--- config.mk ---
export PLATFORM = sky130hd
export DESIGN_NAME = pump_staging_controller
export DESIGN_NICKNAME = d
export VERILOG_FILES = /design/src/delay_timer.v /design/src/ramp_gen.v /design/src/pump_staging_controller.v
export VERILOG_INCLUDE_DIRS = /design/src /design/src/src
export SDC_FILE = /design/constraint.sdc
export NUM_CORES = 2
export LEC_CHECK = 0
export ABC_AREA = 1
export BUFFER_PORTS_ARGS = -buffer_cell sky130_fd_sc_hd__buf_4
export CORE_ASPECT_RATIO = 1.1
export CORE_UTILIZATION = 46
export DETAILED_ROUTE_END_ITERATION = 10
export SLEW_MARGIN = 15
export SYNTH_ARGS = -nofsm -noshare
export SYNTH_HDL_FRONTEND = slang
export SYNTH_HIERARCHICAL = 1
export SYNTH_SLANG_ARGS = --single-unit
--- constraint.sdc ---
create_clock -name sys_clk_in -period 59 [get_ports sys_clk_in]
set_input_delay 11.8 -clock sys_clk_in [delete_from_list [all_inputs] [get_ports sys_clk_in]]
set_output_delay 11.8 -clock sys_clk_in [all_outputs]
set_load 0.05 [all_outputs]
--- src/pump_staging_map.vh ---
// Operation
// - Supervision delay starts above top speed less margin with feedback below threshold-2%.
// - On expiry with feedback below threshold+3%, enter the selected fallback.
// - Fallback select YES: freewheel stop and show feedback-loss code.
// - Fixed-frequency fallback: run at fallback frequency, show fallback-running code.
// - Once feedback exceeds threshold+3%, fixed fallback returns to regulation and freewheel fallback returns to stop, then restarts.
// - In auxiliary mode supervision runs only with both pumps running.
// - Two modes: variable pump alone, or assisted by one auxiliary pump.
// - Reference above auxiliary start frequency launches the start delay.
// - Still above at start delay expiry: command auxiliary pump on.
// - On auxiliary start, ramp variable pump to stop frequency over start ramp.
// - Reference below auxiliary stop frequency launches the stop delay.
// - Still below at stop delay expiry: command auxiliary pump off.
// - On auxiliary stop, ramp variable pump to start frequency over stop ramp.
// - Auxiliary stopped and frequency below low speed plus offset starts sleep delay.
// - Still below at sleep delay expiry: stop variable pump, enter sleep.
// - In sleep, restart when feedback falls below the wake-up threshold.
// - Quick start ramps to quick start frequency before enabling regulation.
// - Zero-flow probing only with auxiliary stopped and frequency below enable.
// - Zero-flow probing forces low speed plus offset once per period.
// - Low speed is frequency at minimum reference, 0 up to top, default 0.
// - After low speed time limit, restart only when reference exceeds low speed.
// - A zero zero-flow period disables zero-flow probing.
`ifndef PUMP_STAGING_MAP_VH
`define PUMP_STAGING_MAP_VH
// ----------------------------------------------------------------
// Timing: one timer tick is 0.1 s; all delays and ramps count ticks.
// ----------------------------------------------------------------
`define TICK_TIME_MS      100
`define CLK_PERIOD_NS     10
`define TICK_CYCLES       ((`TICK_TIME_MS * 1000000) / `CLK_PERIOD_NS)
// Feedback is in 0.1 % units, so 2 % and 3 % become 20 and 30.
`define FB_MARGIN_LO      16'h0014
`define FB_MARGIN_HI      16'h001E
// ----------------------------------------------------------------
// Register indices; the byte address is four times the index.
// ----------------------------------------------------------------
`define IDX_CTRL          5'd0
`define IDX_TOP_SPD       5'd1
`define IDX_MARGIN        5'd2
`define IDX_FB_THR        5'd3
`define IDX_FB_DLY        5'd4
`define IDX_FB_FREQ       5'd5
`define IDX_AUX_ON_F      5'd6
`define IDX_AUX_ON_D      5'd7
`define IDX_AUX_ON_R      5'd8
`define IDX_AUX_OFF_F     5'd9
`define IDX_AUX_OFF_D     5'd10
`define IDX_AUX_OFF_R     5'd11
`define IDX_LOW_SPD       5'd12
`define IDX_SLEEP_OFS     5'd13
`define IDX_SLEEP_DLY     5'd14
`define IDX_WAKE_THR      5'd15
`define IDX_QS_FREQ       5'd16
`define IDX_ACCEL         5'd17
`define IDX_ZF_EN_F       5'd18
`define IDX_ZF_OFS        5'd19
`define IDX_ZF_PERIOD     5'd20
`define IDX_LS_LIMIT      5'd21
`define IDX_STATUS        5'd22
`define IDX_LAST_CFG      5'd21
// Control register fields.
`define CTRL_MODE_BIT     0
`define CTRL_FB_SEL_LO    1
`define CTRL_FB_SEL_HI    2
`define CTRL_QS_BIT       3
`define FB_SEL_OFF        2'd0
`define FB_SEL_YES        2'd1
`define FB_SEL_FIXED      2'd2
// Fault codes shown on the status port.
`define CODE_NONE         2'd0
`define CODE_FB_LOSS      2'd1
`define CODE_FB_RUNNING   2'd2
// Reset values (frequencies 0.1 Hz, times 0.1 s, levels 0.1 %).
`define RST_CTRL          16'h0000
`define RST_TOP_SPD       16'h01F4
`define RST_DEFAULT       16'h0000
`endif

--- src/delay_timer.v ---
`timescale 1ns/1ps
module delay_timer (
  // Clock and reset.
  input  wire        sys_clk_in,
  input  wire        reset_in,
  // Condition, time base and delay.
  input  wire        arm_in,
  input  wire        tick_in,
  input  wire [15:0] limit_in,
  // Expiry level, only while the condition still holds.
  output wire        expired_out
);
  reg [15:0] count_r;

  always @(posedge sys_clk_in or posedge reset_in) begin
    if (reset_in) begin
      count_r <= 16'h0000;
    end else if (!arm_in) begin
      count_r <= 16'h0000;
    end else if (tick_in && (count_r < limit_in)) begin
      count_r <= count_r + 16'h0001;
    end
  end

  assign expired_out = arm_in && (count_r >= limit_in);
endmodule // delay_timer

--- src/ramp_gen.v ---
`timescale 1ns/1ps
module ramp_gen (
  // Clock and reset.
  input  wire        sys_clk_in,
  input  wire        reset_in,
  // Ramp request.
  input  wire        load_in,
  input  wire        tick_in,
  input  wire [15:0] from_in,
  input  wire [15:0] to_in,
  input  wire [15:0] time_in,
  // Ramp output.
  output reg  [15:0] value_out,
  output reg         busy_out
);
  reg  [15:0] target_r;
  reg  [15:0] step_r;
  reg  [15:0] left_r;
  reg         up_r;
  wire [15:0] span;

  assign span = (to_in >= from_in) ? (to_in - from_in) : (from_in - to_in);

  // The last tick lands exactly on the target, so truncation of the step never leaves an error.
  always @(posedge sys_clk_in or posedge reset_in) begin
    if (reset_in) begin
      value_out <= 16'h0000;
      busy_out  <= 1'b0;
      target_r  <= 16'h0000;
      step_r    <= 16'h0000;
      left_r    <= 16'h0000;
      up_r      <= 1'b0;
    end else if (load_in) begin
      target_r <= to_in;
      up_r     <= (to_in >= from_in);
      if (time_in == 16'h0000) begin
        value_out <= to_in;
        busy_out  <= 1'b0;
      end else begin
        value_out <= from_in;
        busy_out  <= 1'b1;
        step_r    <= span / time_in;
        left_r    <= time_in;
      end
    end else if (busy_out && tick_in) begin
      if (left_r == 16'h0001) begin
        value_out <= target_r;
        busy_out  <= 1'b0;
      end else begin
        value_out <= up_r ? (value_out + step_r) : (value_out - step_r);
        left_r    <= left_r - 16'h0001;
      end
    end
  end
endmodule // ramp_gen

--- src/pump_staging_controller.v ---
// The register offsets and the Wishbone register port were chosen for this implementation.
`timescale 1ns/1ps
`include "pump_staging_map.vh"
module pump_staging_controller #(
  parameter TICK_CYCLES = `TICK_CYCLES
) (
  // Clock and reset.
  input  wire        sys_clk_in,
  input  wire        reset_in,
  // Wishbone classic slave.
  input  wire        wb_cyc_in,
  input  wire        wb_stb_in,
  input  wire        wb_we_in,
  input  wire [7:0]  wb_adr_in,
  input  wire [3:0]  wb_sel_in,
  input  wire [31:0] wb_dat_in,
  output reg  [31:0] wb_dat_out,
  output reg         wb_ack_out,
  // Process inputs.
  input  wire        run_cmd_in,
  input  wire [15:0] pi_freq_ref_in,
  input  wire [15:0] feedback_in,
  // Drive outputs.
  output reg  [15:0] motor_freq_out,
  output reg         motor_run_out,
  output reg         freewheel_out,
  output reg         pi_enable_out,
  output reg         aux_pump_cmd_out,
  output reg  [1:0]  fault_code_out,
  output reg  [2:0]  state_out
);
  // ----------------------------------------------------------------
  // States.
  // ----------------------------------------------------------------
  localparam ST_STOP    = 3'd0;
  localparam ST_QSTART  = 3'd1;
  localparam ST_REG     = 3'd2;
  localparam ST_STAGE   = 3'd3;
  localparam ST_SLEEP   = 3'd4;
  localparam ST_FB_STOP = 3'd5;
  localparam ST_FB_FIX  = 3'd6;
  localparam ST_LS_HOLD = 3'd7;

  // ----------------------------------------------------------------
  // Register file.
  // ----------------------------------------------------------------
  reg  [15:0] cfg_r [0:21];
  reg  [2:0]  state_r;
  reg  [2:0]  state_nxt;
  reg  [31:0] tick_cnt_r;
  reg         tick_r;
  reg  [15:0] zf_cnt_r;
  reg         zf_probe_r;
  reg         aux_cmd_nxt;
  reg         ramp_load;
  reg  [15:0] ramp_to;
  reg  [15:0] ramp_time;
  reg  [15:0] freq_nxt;
  reg  [1:0]  code_nxt;
  wire        bus_req;
  wire [4:0]  idx;
  wire [15:0] ramp_value;
  wire        ramp_busy;
  integer     i;

  assign bus_req = wb_cyc_in && wb_stb_in && !wb_ack_out;
  assign idx     = wb_adr_in[6:2];

  // Out-of-range indices and the upper address bit answer with zero and drop writes.
  always @(posedge sys_clk_in or posedge reset_in) begin
    if (reset_in) begin
      for (i = 0; i <= 21; i = i + 1) begin
        cfg_r[i] <= `RST_DEFAULT;
      end
      cfg_r[`IDX_CTRL]    <= `RST_CTRL;
      cfg_r[`IDX_TOP_SPD] <= `RST_TOP_SPD;
      wb_ack_out <= 1'b0;
      wb_dat_out <= 32'h0000_0000;
    end else begin
      wb_ack_out <= bus_req;
      if (bus_req && wb_we_in && !wb_adr_in[7] && (idx <= `IDX_LAST_CFG)) begin
        if (wb_sel_in[0]) begin
          cfg_r[idx][7:0] <= wb_dat_in[7:0];
        end
        if (wb_sel_in[1]) begin
          cfg_r[idx][15:8] <= wb_dat_in[15:8];
        end
      end
      if (bus_req && !wb_we_in) begin
        if (wb_adr_in[7]) begin
          wb_dat_out <= 32'h0000_0000;
        end else if (idx <= `IDX_LAST_CFG) begin
          wb_dat_out <= {16'h0000, cfg_r[idx]};
        end else if (idx == `IDX_STATUS) begin
          wb_dat_out <= {24'h00_0000, aux_pump_cmd_out, motor_run_out, fault_code_out,
                         1'b0, state_r};
        end else begin
          wb_dat_out <= 32'h0000_0000;
        end
      end
    end
  end

  // ----------------------------------------------------------------
  // Settings in use.
  // ----------------------------------------------------------------
  wire        aux_mode  = cfg_r[`IDX_CTRL][`CTRL_MODE_BIT];
  wire [1:0]  fb_sel    = cfg_r[`IDX_CTRL][`CTRL_FB_SEL_HI:`CTRL_FB_SEL_LO];
  wire        qs_en     = cfg_r[`IDX_CTRL][`CTRL_QS_BIT];
  wire [15:0] top_spd   = cfg_r[`IDX_TOP_SPD];
  wire [15:0] low_spd   = (cfg_r[`IDX_LOW_SPD] > top_spd) ? top_spd
                          : cfg_r[`IDX_LOW_SPD];
  wire [15:0] fb_thr    = cfg_r[`IDX_FB_THR];
  wire [15:0] on_freq   = cfg_r[`IDX_AUX_ON_F];
  wire [15:0] off_freq  = cfg_r[`IDX_AUX_OFF_F];
  wire [15:0] sleep_thr = low_spd + cfg_r[`IDX_SLEEP_OFS];
  wire [15:0] top_thr   = (top_spd > cfg_r[`IDX_MARGIN]) ?
                          (top_spd - cfg_r[`IDX_MARGIN]) : 16'h0000;
  wire [15:0] fb_lo     = (fb_thr > `FB_MARGIN_LO) ? (fb_thr - `FB_MARGIN_LO) : 16'h0000;
  wire [15:0] fb_hi     = fb_thr + `FB_MARGIN_HI;
  wire [15:0] ref_clamp = (pi_freq_ref_in < low_spd) ? low_spd :
                          ((pi_freq_ref_in > top_spd) ? top_spd : pi_freq_ref_in);

  // ----------------------------------------------------------------
  // Time base of 0.1 s.
  // ----------------------------------------------------------------
  always @(posedge sys_clk_in or posedge reset_in) begin
    if (reset_in) begin
      tick_cnt_r <= 32'h0000_0000;
      tick_r     <= 1'b0;
    end else if (tick_cnt_r >= TICK_CYCLES - 1) begin
      tick_cnt_r <= 32'h0000_0000;
      tick_r     <= 1'b1;
    end else begin
      tick_cnt_r <= tick_cnt_r + 32'h0000_0001;
      tick_r     <= 1'b0;
    end
  end

  // ----------------------------------------------------------------
  // Delay timers, each cancelled as soon as its condition lapses.
  // ----------------------------------------------------------------
  wire regulating = (state_r == ST_REG);
  wire sup_arm = regulating && (fb_sel != `FB_SEL_OFF) && (motor_freq_out > top_thr)
                 && (feedback_in < fb_lo) && (!aux_mode || aux_pump_cmd_out);
  wire on_arm  = regulating && aux_mode && !aux_pump_cmd_out
                 && (pi_freq_ref_in > on_freq);
  wire off_arm = regulating && aux_mode && aux_pump_cmd_out
                 && (pi_freq_ref_in < off_freq);
  wire slp_arm = regulating && !aux_pump_cmd_out && (motor_freq_out < sleep_thr);
  wire ls_arm  = regulating && (cfg_r[`IDX_LS_LIMIT] != 16'h0000)
                 && (pi_freq_ref_in <= low_spd);
  wire sup_exp;
  wire on_exp;
  wire off_exp;
  wire slp_exp;
  wire ls_exp;

  delay_timer u_sup_timer (
    .sys_clk_in  (sys_clk_in),
    .reset_in    (reset_in),
    .arm_in      (sup_arm),
    .tick_in     (tick_r),
    .limit_in    (cfg_r[`IDX_FB_DLY]),
    .expired_out (sup_exp)
  );
  delay_timer u_on_timer (
    .sys_clk_in  (sys_clk_in),
    .reset_in    (reset_in),
    .arm_in      (on_arm),
    .tick_in     (tick_r),
    .limit_in    (cfg_r[`IDX_AUX_ON_D]),
    .expired_out (on_exp)
  );
  delay_timer u_off_timer (
    .sys_clk_in  (sys_clk_in),
    .reset_in    (reset_in),
    .arm_in      (off_arm),
    .tick_in     (tick_r),
    .limit_in    (cfg_r[`IDX_AUX_OFF_D]),
    .expired_out (off_exp)
  );
  delay_timer u_sleep_timer (
    .sys_clk_in  (sys_clk_in),
    .reset_in    (reset_in),
    .arm_in      (slp_arm),
    .tick_in     (tick_r),
    .limit_in    (cfg_r[`IDX_SLEEP_DLY]),
    .expired_out (slp_exp)
  );
  delay_timer u_ls_timer (
    .sys_clk_in  (sys_clk_in),
    .reset_in    (reset_in),
    .arm_in      (ls_arm),
    .tick_in     (tick_r),
    .limit_in    (cfg_r[`IDX_LS_LIMIT]),
    .expired_out (ls_exp)
  );

  ramp_gen u_ramp (
    .sys_clk_in (sys_clk_in),
    .reset_in   (reset_in),
    .load_in    (ramp_load),
    .tick_in    (tick_r),
    .from_in    (motor_freq_out),
    .to_in      (ramp_to),
    .time_in    (ramp_time),
    .value_out  (ramp_value),
    .busy_out   (ramp_busy)
  );

  // ----------------------------------------------------------------
  // Zero-flow probe: one tick at low speed plus offset per period.
  // ----------------------------------------------------------------
  wire zf_active = regulating && !aux_pump_cmd_out && (cfg_r[`IDX_ZF_PERIOD] != 16'h0000)
                   && (motor_freq_out < cfg_r[`IDX_ZF_EN_F]);

  always @(posedge sys_clk_in or posedge reset_in) begin
    if (reset_in) begin
      zf_cnt_r   <= 16'h0000;
      zf_probe_r <= 1'b0;
    end else if (!zf_active) begin
      zf_cnt_r   <= 16'h0000;
      zf_probe_r <= 1'b0;
    end else if (tick_r) begin
      if (zf_cnt_r >= cfg_r[`IDX_ZF_PERIOD] - 16'h0001) begin
        zf_cnt_r   <= 16'h0000;
        zf_probe_r <= 1'b1;
      end else begin
        zf_cnt_r   <= zf_cnt_r + 16'h0001;
        zf_probe_r <= 1'b0;
      end
    end
  end

  // ----------------------------------------------------------------
  // Staging and supervision state machine.
  // ----------------------------------------------------------------
  always @* begin
    state_nxt   = state_r;
    aux_cmd_nxt = aux_pump_cmd_out;
    ramp_load   = 1'b0;
    ramp_to     = 16'h0000;
    ramp_time   = 16'h0000;
    freq_nxt    = motor_freq_out;
    code_nxt    = `CODE_NONE;
    case (state_r)
      ST_STOP: begin
        freq_nxt = 16'h0000;
        if (run_cmd_in) begin
          if (qs_en) begin
            state_nxt = ST_QSTART;
            ramp_load = 1'b1;
            ramp_to   = cfg_r[`IDX_QS_FREQ];
            ramp_time = cfg_r[`IDX_ACCEL];
          end else begin
            state_nxt = ST_REG;
          end
        end
      end
      ST_QSTART: begin
        freq_nxt = ramp_value;
        if (!ramp_busy && !ramp_load) begin
          state_nxt = ST_REG;
        end
      end
      ST_REG: begin
        freq_nxt = zf_probe_r ? (low_spd + cfg_r[`IDX_ZF_OFS]) : ref_clamp;
        if (sup_exp && (feedback_in < fb_hi)) begin
          freq_nxt  = (fb_sel == `FB_SEL_YES) ? 16'h0000 : cfg_r[`IDX_FB_FREQ];
          state_nxt = (fb_sel == `FB_SEL_YES) ? ST_FB_STOP : ST_FB_FIX;
        end else if (on_exp) begin
          aux_cmd_nxt = 1'b1;
          state_nxt   = ST_STAGE;
          ramp_load   = 1'b1;
          ramp_to     = off_freq;
          ramp_time   = cfg_r[`IDX_AUX_ON_R];
        end else if (off_exp) begin
          aux_cmd_nxt = 1'b0;
          state_nxt   = ST_STAGE;
          ramp_load   = 1'b1;
          ramp_to     = on_freq;
          ramp_time   = cfg_r[`IDX_AUX_OFF_R];
        end else if (slp_exp) begin
          state_nxt = ST_SLEEP;
        end else if (ls_exp) begin
          state_nxt = ST_LS_HOLD;
        end
      end
      ST_STAGE: begin
        freq_nxt = ramp_value;
        if (!ramp_busy) begin
          state_nxt = ST_REG;
        end
      end
      ST_SLEEP: begin
        freq_nxt = 16'h0000;
        if (feedback_in < cfg_r[`IDX_WAKE_THR]) begin
          state_nxt = ST_STOP;
        end
      end
      ST_FB_STOP: begin
        freq_nxt = 16'h0000;
        if (feedback_in > fb_hi) begin
          state_nxt = ST_STOP;
        end
      end
      ST_FB_FIX: begin
        freq_nxt = cfg_r[`IDX_FB_FREQ];
        if (feedback_in > fb_hi) begin
          state_nxt = ST_REG;
        end
      end
      ST_LS_HOLD: begin
        freq_nxt = 16'h0000;
        if (pi_freq_ref_in > low_spd) begin
          state_nxt = ST_STOP;
        end
      end
      default: begin
        state_nxt = ST_STOP;
      end
    endcase
    if (!run_cmd_in) begin
      state_nxt   = ST_STOP;
      aux_cmd_nxt = 1'b0;
      freq_nxt    = 16'h0000;
      code_nxt    = `CODE_NONE;
    end
    if (!aux_mode) begin
      aux_cmd_nxt = 1'b0;
    end
    // The code follows the state being entered, so it never lags the state by a cycle.
    if (state_nxt == ST_FB_STOP) begin
      code_nxt = `CODE_FB_LOSS;
    end else if (state_nxt == ST_FB_FIX) begin
      code_nxt = `CODE_FB_RUNNING;
    end
  end

  // Entering the stop or sleep state also drops the auxiliary pump.
  always @(posedge sys_clk_in or posedge reset_in) begin
    if (reset_in) begin
      state_r          <= ST_STOP;
      state_out        <= ST_STOP;
      motor_freq_out   <= 16'h0000;
      motor_run_out    <= 1'b0;
      freewheel_out    <= 1'b0;
      pi_enable_out    <= 1'b0;
      aux_pump_cmd_out <= 1'b0;
      fault_code_out   <= `CODE_NONE;
    end else begin
      state_r          <= state_nxt;
      state_out        <= state_nxt;
      motor_freq_out   <= freq_nxt;
      motor_run_out    <= (state_nxt == ST_QSTART) || (state_nxt == ST_REG) ||
                          (state_nxt == ST_STAGE) || (state_nxt == ST_FB_FIX);
      freewheel_out    <= (state_nxt == ST_FB_STOP);
      pi_enable_out    <= (state_nxt == ST_REG) || (state_nxt == ST_STAGE);
      aux_pump_cmd_out <= ((state_nxt == ST_SLEEP) || (state_nxt == ST_STOP)) ? 1'b0
                          : aux_cmd_nxt;
      fault_code_out   <= code_nxt;
    end
  end
endmodule // pump_staging_controller

==> key figures <==
Logic synthesis
  • Post-Syn Area per Cell: 7.19 um2
  • Post-synth EDFFs: 0
  • Post-synth cell types: between 80 and 90
  • Post-synthesis sequential area ratio: about 30%
  • #FFs+latches synth: 589
  • Mapped Area: between 40,000 and 50,000 um2
  • Main synth FF type: dfrtp_1
  • Mapped Cells: between 6,000 and 7,000
  • Ys async rst share: 100%
  • YS warnings: 6

Global route
  • Pin count of the biggest net entering global routing: about 130
  • Vias in the first global route: around 44,000
  • All-Layer GR Usage: between 30% and 40%
  • First-pass GRT wire length: ~270,000 um
  • Initial antenna violation count: 11
  • Global route total overflow: 0

Final layout
  • Layout cell share with drive strength beyond 1: approximately 8.7%
  • Area of the multi-input gates: between 30,000 and 40,000 um2
  • Sequential Area: ~15,000 um2
  • Area delta synth->final: 9.17%
  • Most frequent cells in the layout: nand2_1 (1,844), inv_1 (751), dfrtp_1 (583)
  • Final instance area: 53,700 um2
  • Commonest non-fill, non-tap cell in the layout: nand2_1
  • Layout net count: between 7,000 and 8,000
  • # fillers: approximately 11,000

STA
  • RSZ-0062 raised after global routing: false
  • Fmax: around 22 MHz
  • Max-slew violations: 0
  • Final Setup Violations: 0
  • Worst slew pin tran: 1320 ps
  • Setup TNS after final layout: 0 ps
  • Clk_skew: about 25 ps
  • Relative slew slack: ~11%
  • Final hold viol count: 0
  • Min cycle time layout: ~46,000 ps
  • Period utilisation layout: between 70 and 80%

Worst setup path
  • Slowest cell on crit path: a2111oi_0
  • Critical path arrival: between 40,000 and 50,000 ps
  • Worst-path maximum fanout: 25
  • Req. time, crit path: 59,500 ps
  • CP Capture Type: register
  • CP peak stage delay: 640 ps
  • WS Path Type: in2reg
  • Cell mode on critical path: nand2_1
  • CP startpoint: feedback_in[15]
  • Critical path launch point type: input pin
  • Worst flop-to-flop path startpoint: fb_thr[6]$_DFFE_PP0P_

Job
  • Max-cap violations: 0

Hold path
  • Hold Crit Start: wb_ack_out$_DFF_PP0_
  • Hold WC Path Type: reg2reg

Clock tree
  • CTS tree: yes
  • CTS Buffer Depth: 3
  • Worst-path clk slew: ~60 ps
  • Post-CTS setup buffer count: 0
  • Latest clock arrival within the worst-skew pair: roughly 640 ps
  • Cts repair resizes: 0
  • Sink Count: 589
  • CTS Buf Count: 70
  • # hold bufs at CTS: 0
  • H-tree depth: 3
  • Root buf cell: clkbuf_16

Floorplan
  • Top Ports: between 100 and 150
  • Die width: 314 um
  • Die Span Y: 345 um
  • Initial Utilization: between 40% and 50%
  • Core ar.: ~110,000 um2
  • Die area: ~110,000 um2
  • Row count: 125

Place
  • Hpwl dp: 134,000 um
  • IO buf count: about 100
  • DP Area: approximately 50,000 um2
  • GP Congestion: just under 1

Route
  • Via Count: 46,800
  • Final ANT Viol Nets: 0
  • 1st-iter DRT viols: 3,941
  • Vias per cell: about 5.6
  • Post-Route WL: around 180,000 um
  • Routed WL per cell: approximately 21 um
  • Drt pass-1 iters: 9
  • Residual DRC: 1

Run status
  • Violated checks: DRC
  • Status: finished with violations
## through the flow
step                hold WS, ps  utilization, %  cells  worst slack [ps]
finish                      463            50.8   8335             13380
global placement            435            48.5   8204             13100
CTS                         458            50.8   8331             13320
detailed placement          444            48.5   8204             12770
floorplan                   442               -   6865             19720
global route                493            50.8   8331              9260
## routing by layer
layer  GRT usage [%]  share of wire (%)  vias up
met1            39.9                 41    21800
met5               0              0.019        -
met4            18.9                6.5        6
met2            53.1                 46     1647
li1                -                  -    22800
met3            5.88                7.3      451
## cells in the mapped netlist (67+ instances only)
master       n  area share (%)
nand2_1   1845              14
inv_1      753             5.7
dfrtp_1    583              30
o21ai_0    572             5.8
ha_1       511              13
nor2_1     454             3.5
nand3_1    451             4.6
a21oi_1    300             3.1
xor2_1     160             2.8
clkbuf_1   123            0.94
a22oi_1    106             1.6
buf_2       76            0.77
nor3_1      75            0.76
o211ai_1    70             1.1
nand4_1     67            0.85
## worst paths after layout
kind | to | slack [ps] | depth (start not counted)
max in group asynchronous | motor_freq_out[13]$_DFF_PP0_ | 44610 | 5
min in group asynchronous | u_off_timer/count_r[11]$_DFFE_PP0P_ | 11380 | 2
hold reg to reg | wb_ack_out$_DFF_PP0_ | 460 | 1
setup / recovery | u_ramp/step_r[0]$_DFFE_PP0P_ | 13380 | 244
setup reg to reg | u_ramp/step_r[0]$_DFFE_PP0P_ | 22920 | 250
hold / removal | wb_ack_out$_DFF_PP0_ | 460 | 1
## worst max-delay path: cells and delay by family
kind                       cells  cell delay [ps]
and+or+nand+nor              132            13110
AOI/OAI and AO/OA             63            11200
adders and majority gates     18             5790
buffers and inverters         31             4160
## sequential cells by signal, summed over array words and instances (netlist names), 2 cells and up
name	cells
cfg_r	287
fault_code_out	2
fb_thr	16
motor_freq_out	16
off_freq	16
on_freq	16
state_r	3
tick_cnt_r	32
top_spd	16
u_ls_timer/count_r	16
u_off_timer/count_r	16
u_on_timer/count_r	16
u_ramp/left_r	16
u_ramp/step_r	16
u_ramp/target_r	16
u_ramp/value_out	16
u_sleep_timer/count_r	16
u_sup_timer/count_r	16
wb_dat_out	16
zf_cnt_r	16
## cells by family (layout without fill, tap and decap cells)
logic type	after synthesis	after routing	share of synthesized area, %
XOR/XNOR	211	211	3.76
multiplexers	3	3	0.0610
other	1	28	0.00762
adder cells (fa/ha/maj)	517	517	13.2
buffers and inverters	1038	1107	8.60
flip-flops	589	589	30.0
AO/OA/AOI/OAI	1333	1333	16.1
AND/OR/NAND/NOR	3150	3150	28.2
## cell type report
class / count / share of cell area (%)
inverters: 785 / 5.51
clock buffers: 97 / 3.79
multi-input cells: 5238 / 56.5
flip-flops and latches: 589 / 27.5
clock inverters: 30 / 0.711
diodes: 4 / 0.0186
repair buffers: 195 / 2.73
well taps: 1397 / 3.25
Power is left out: the tool's default activity adds up to more than one toggle a clock period on the data nets, which glitch-free logic cannot reach.
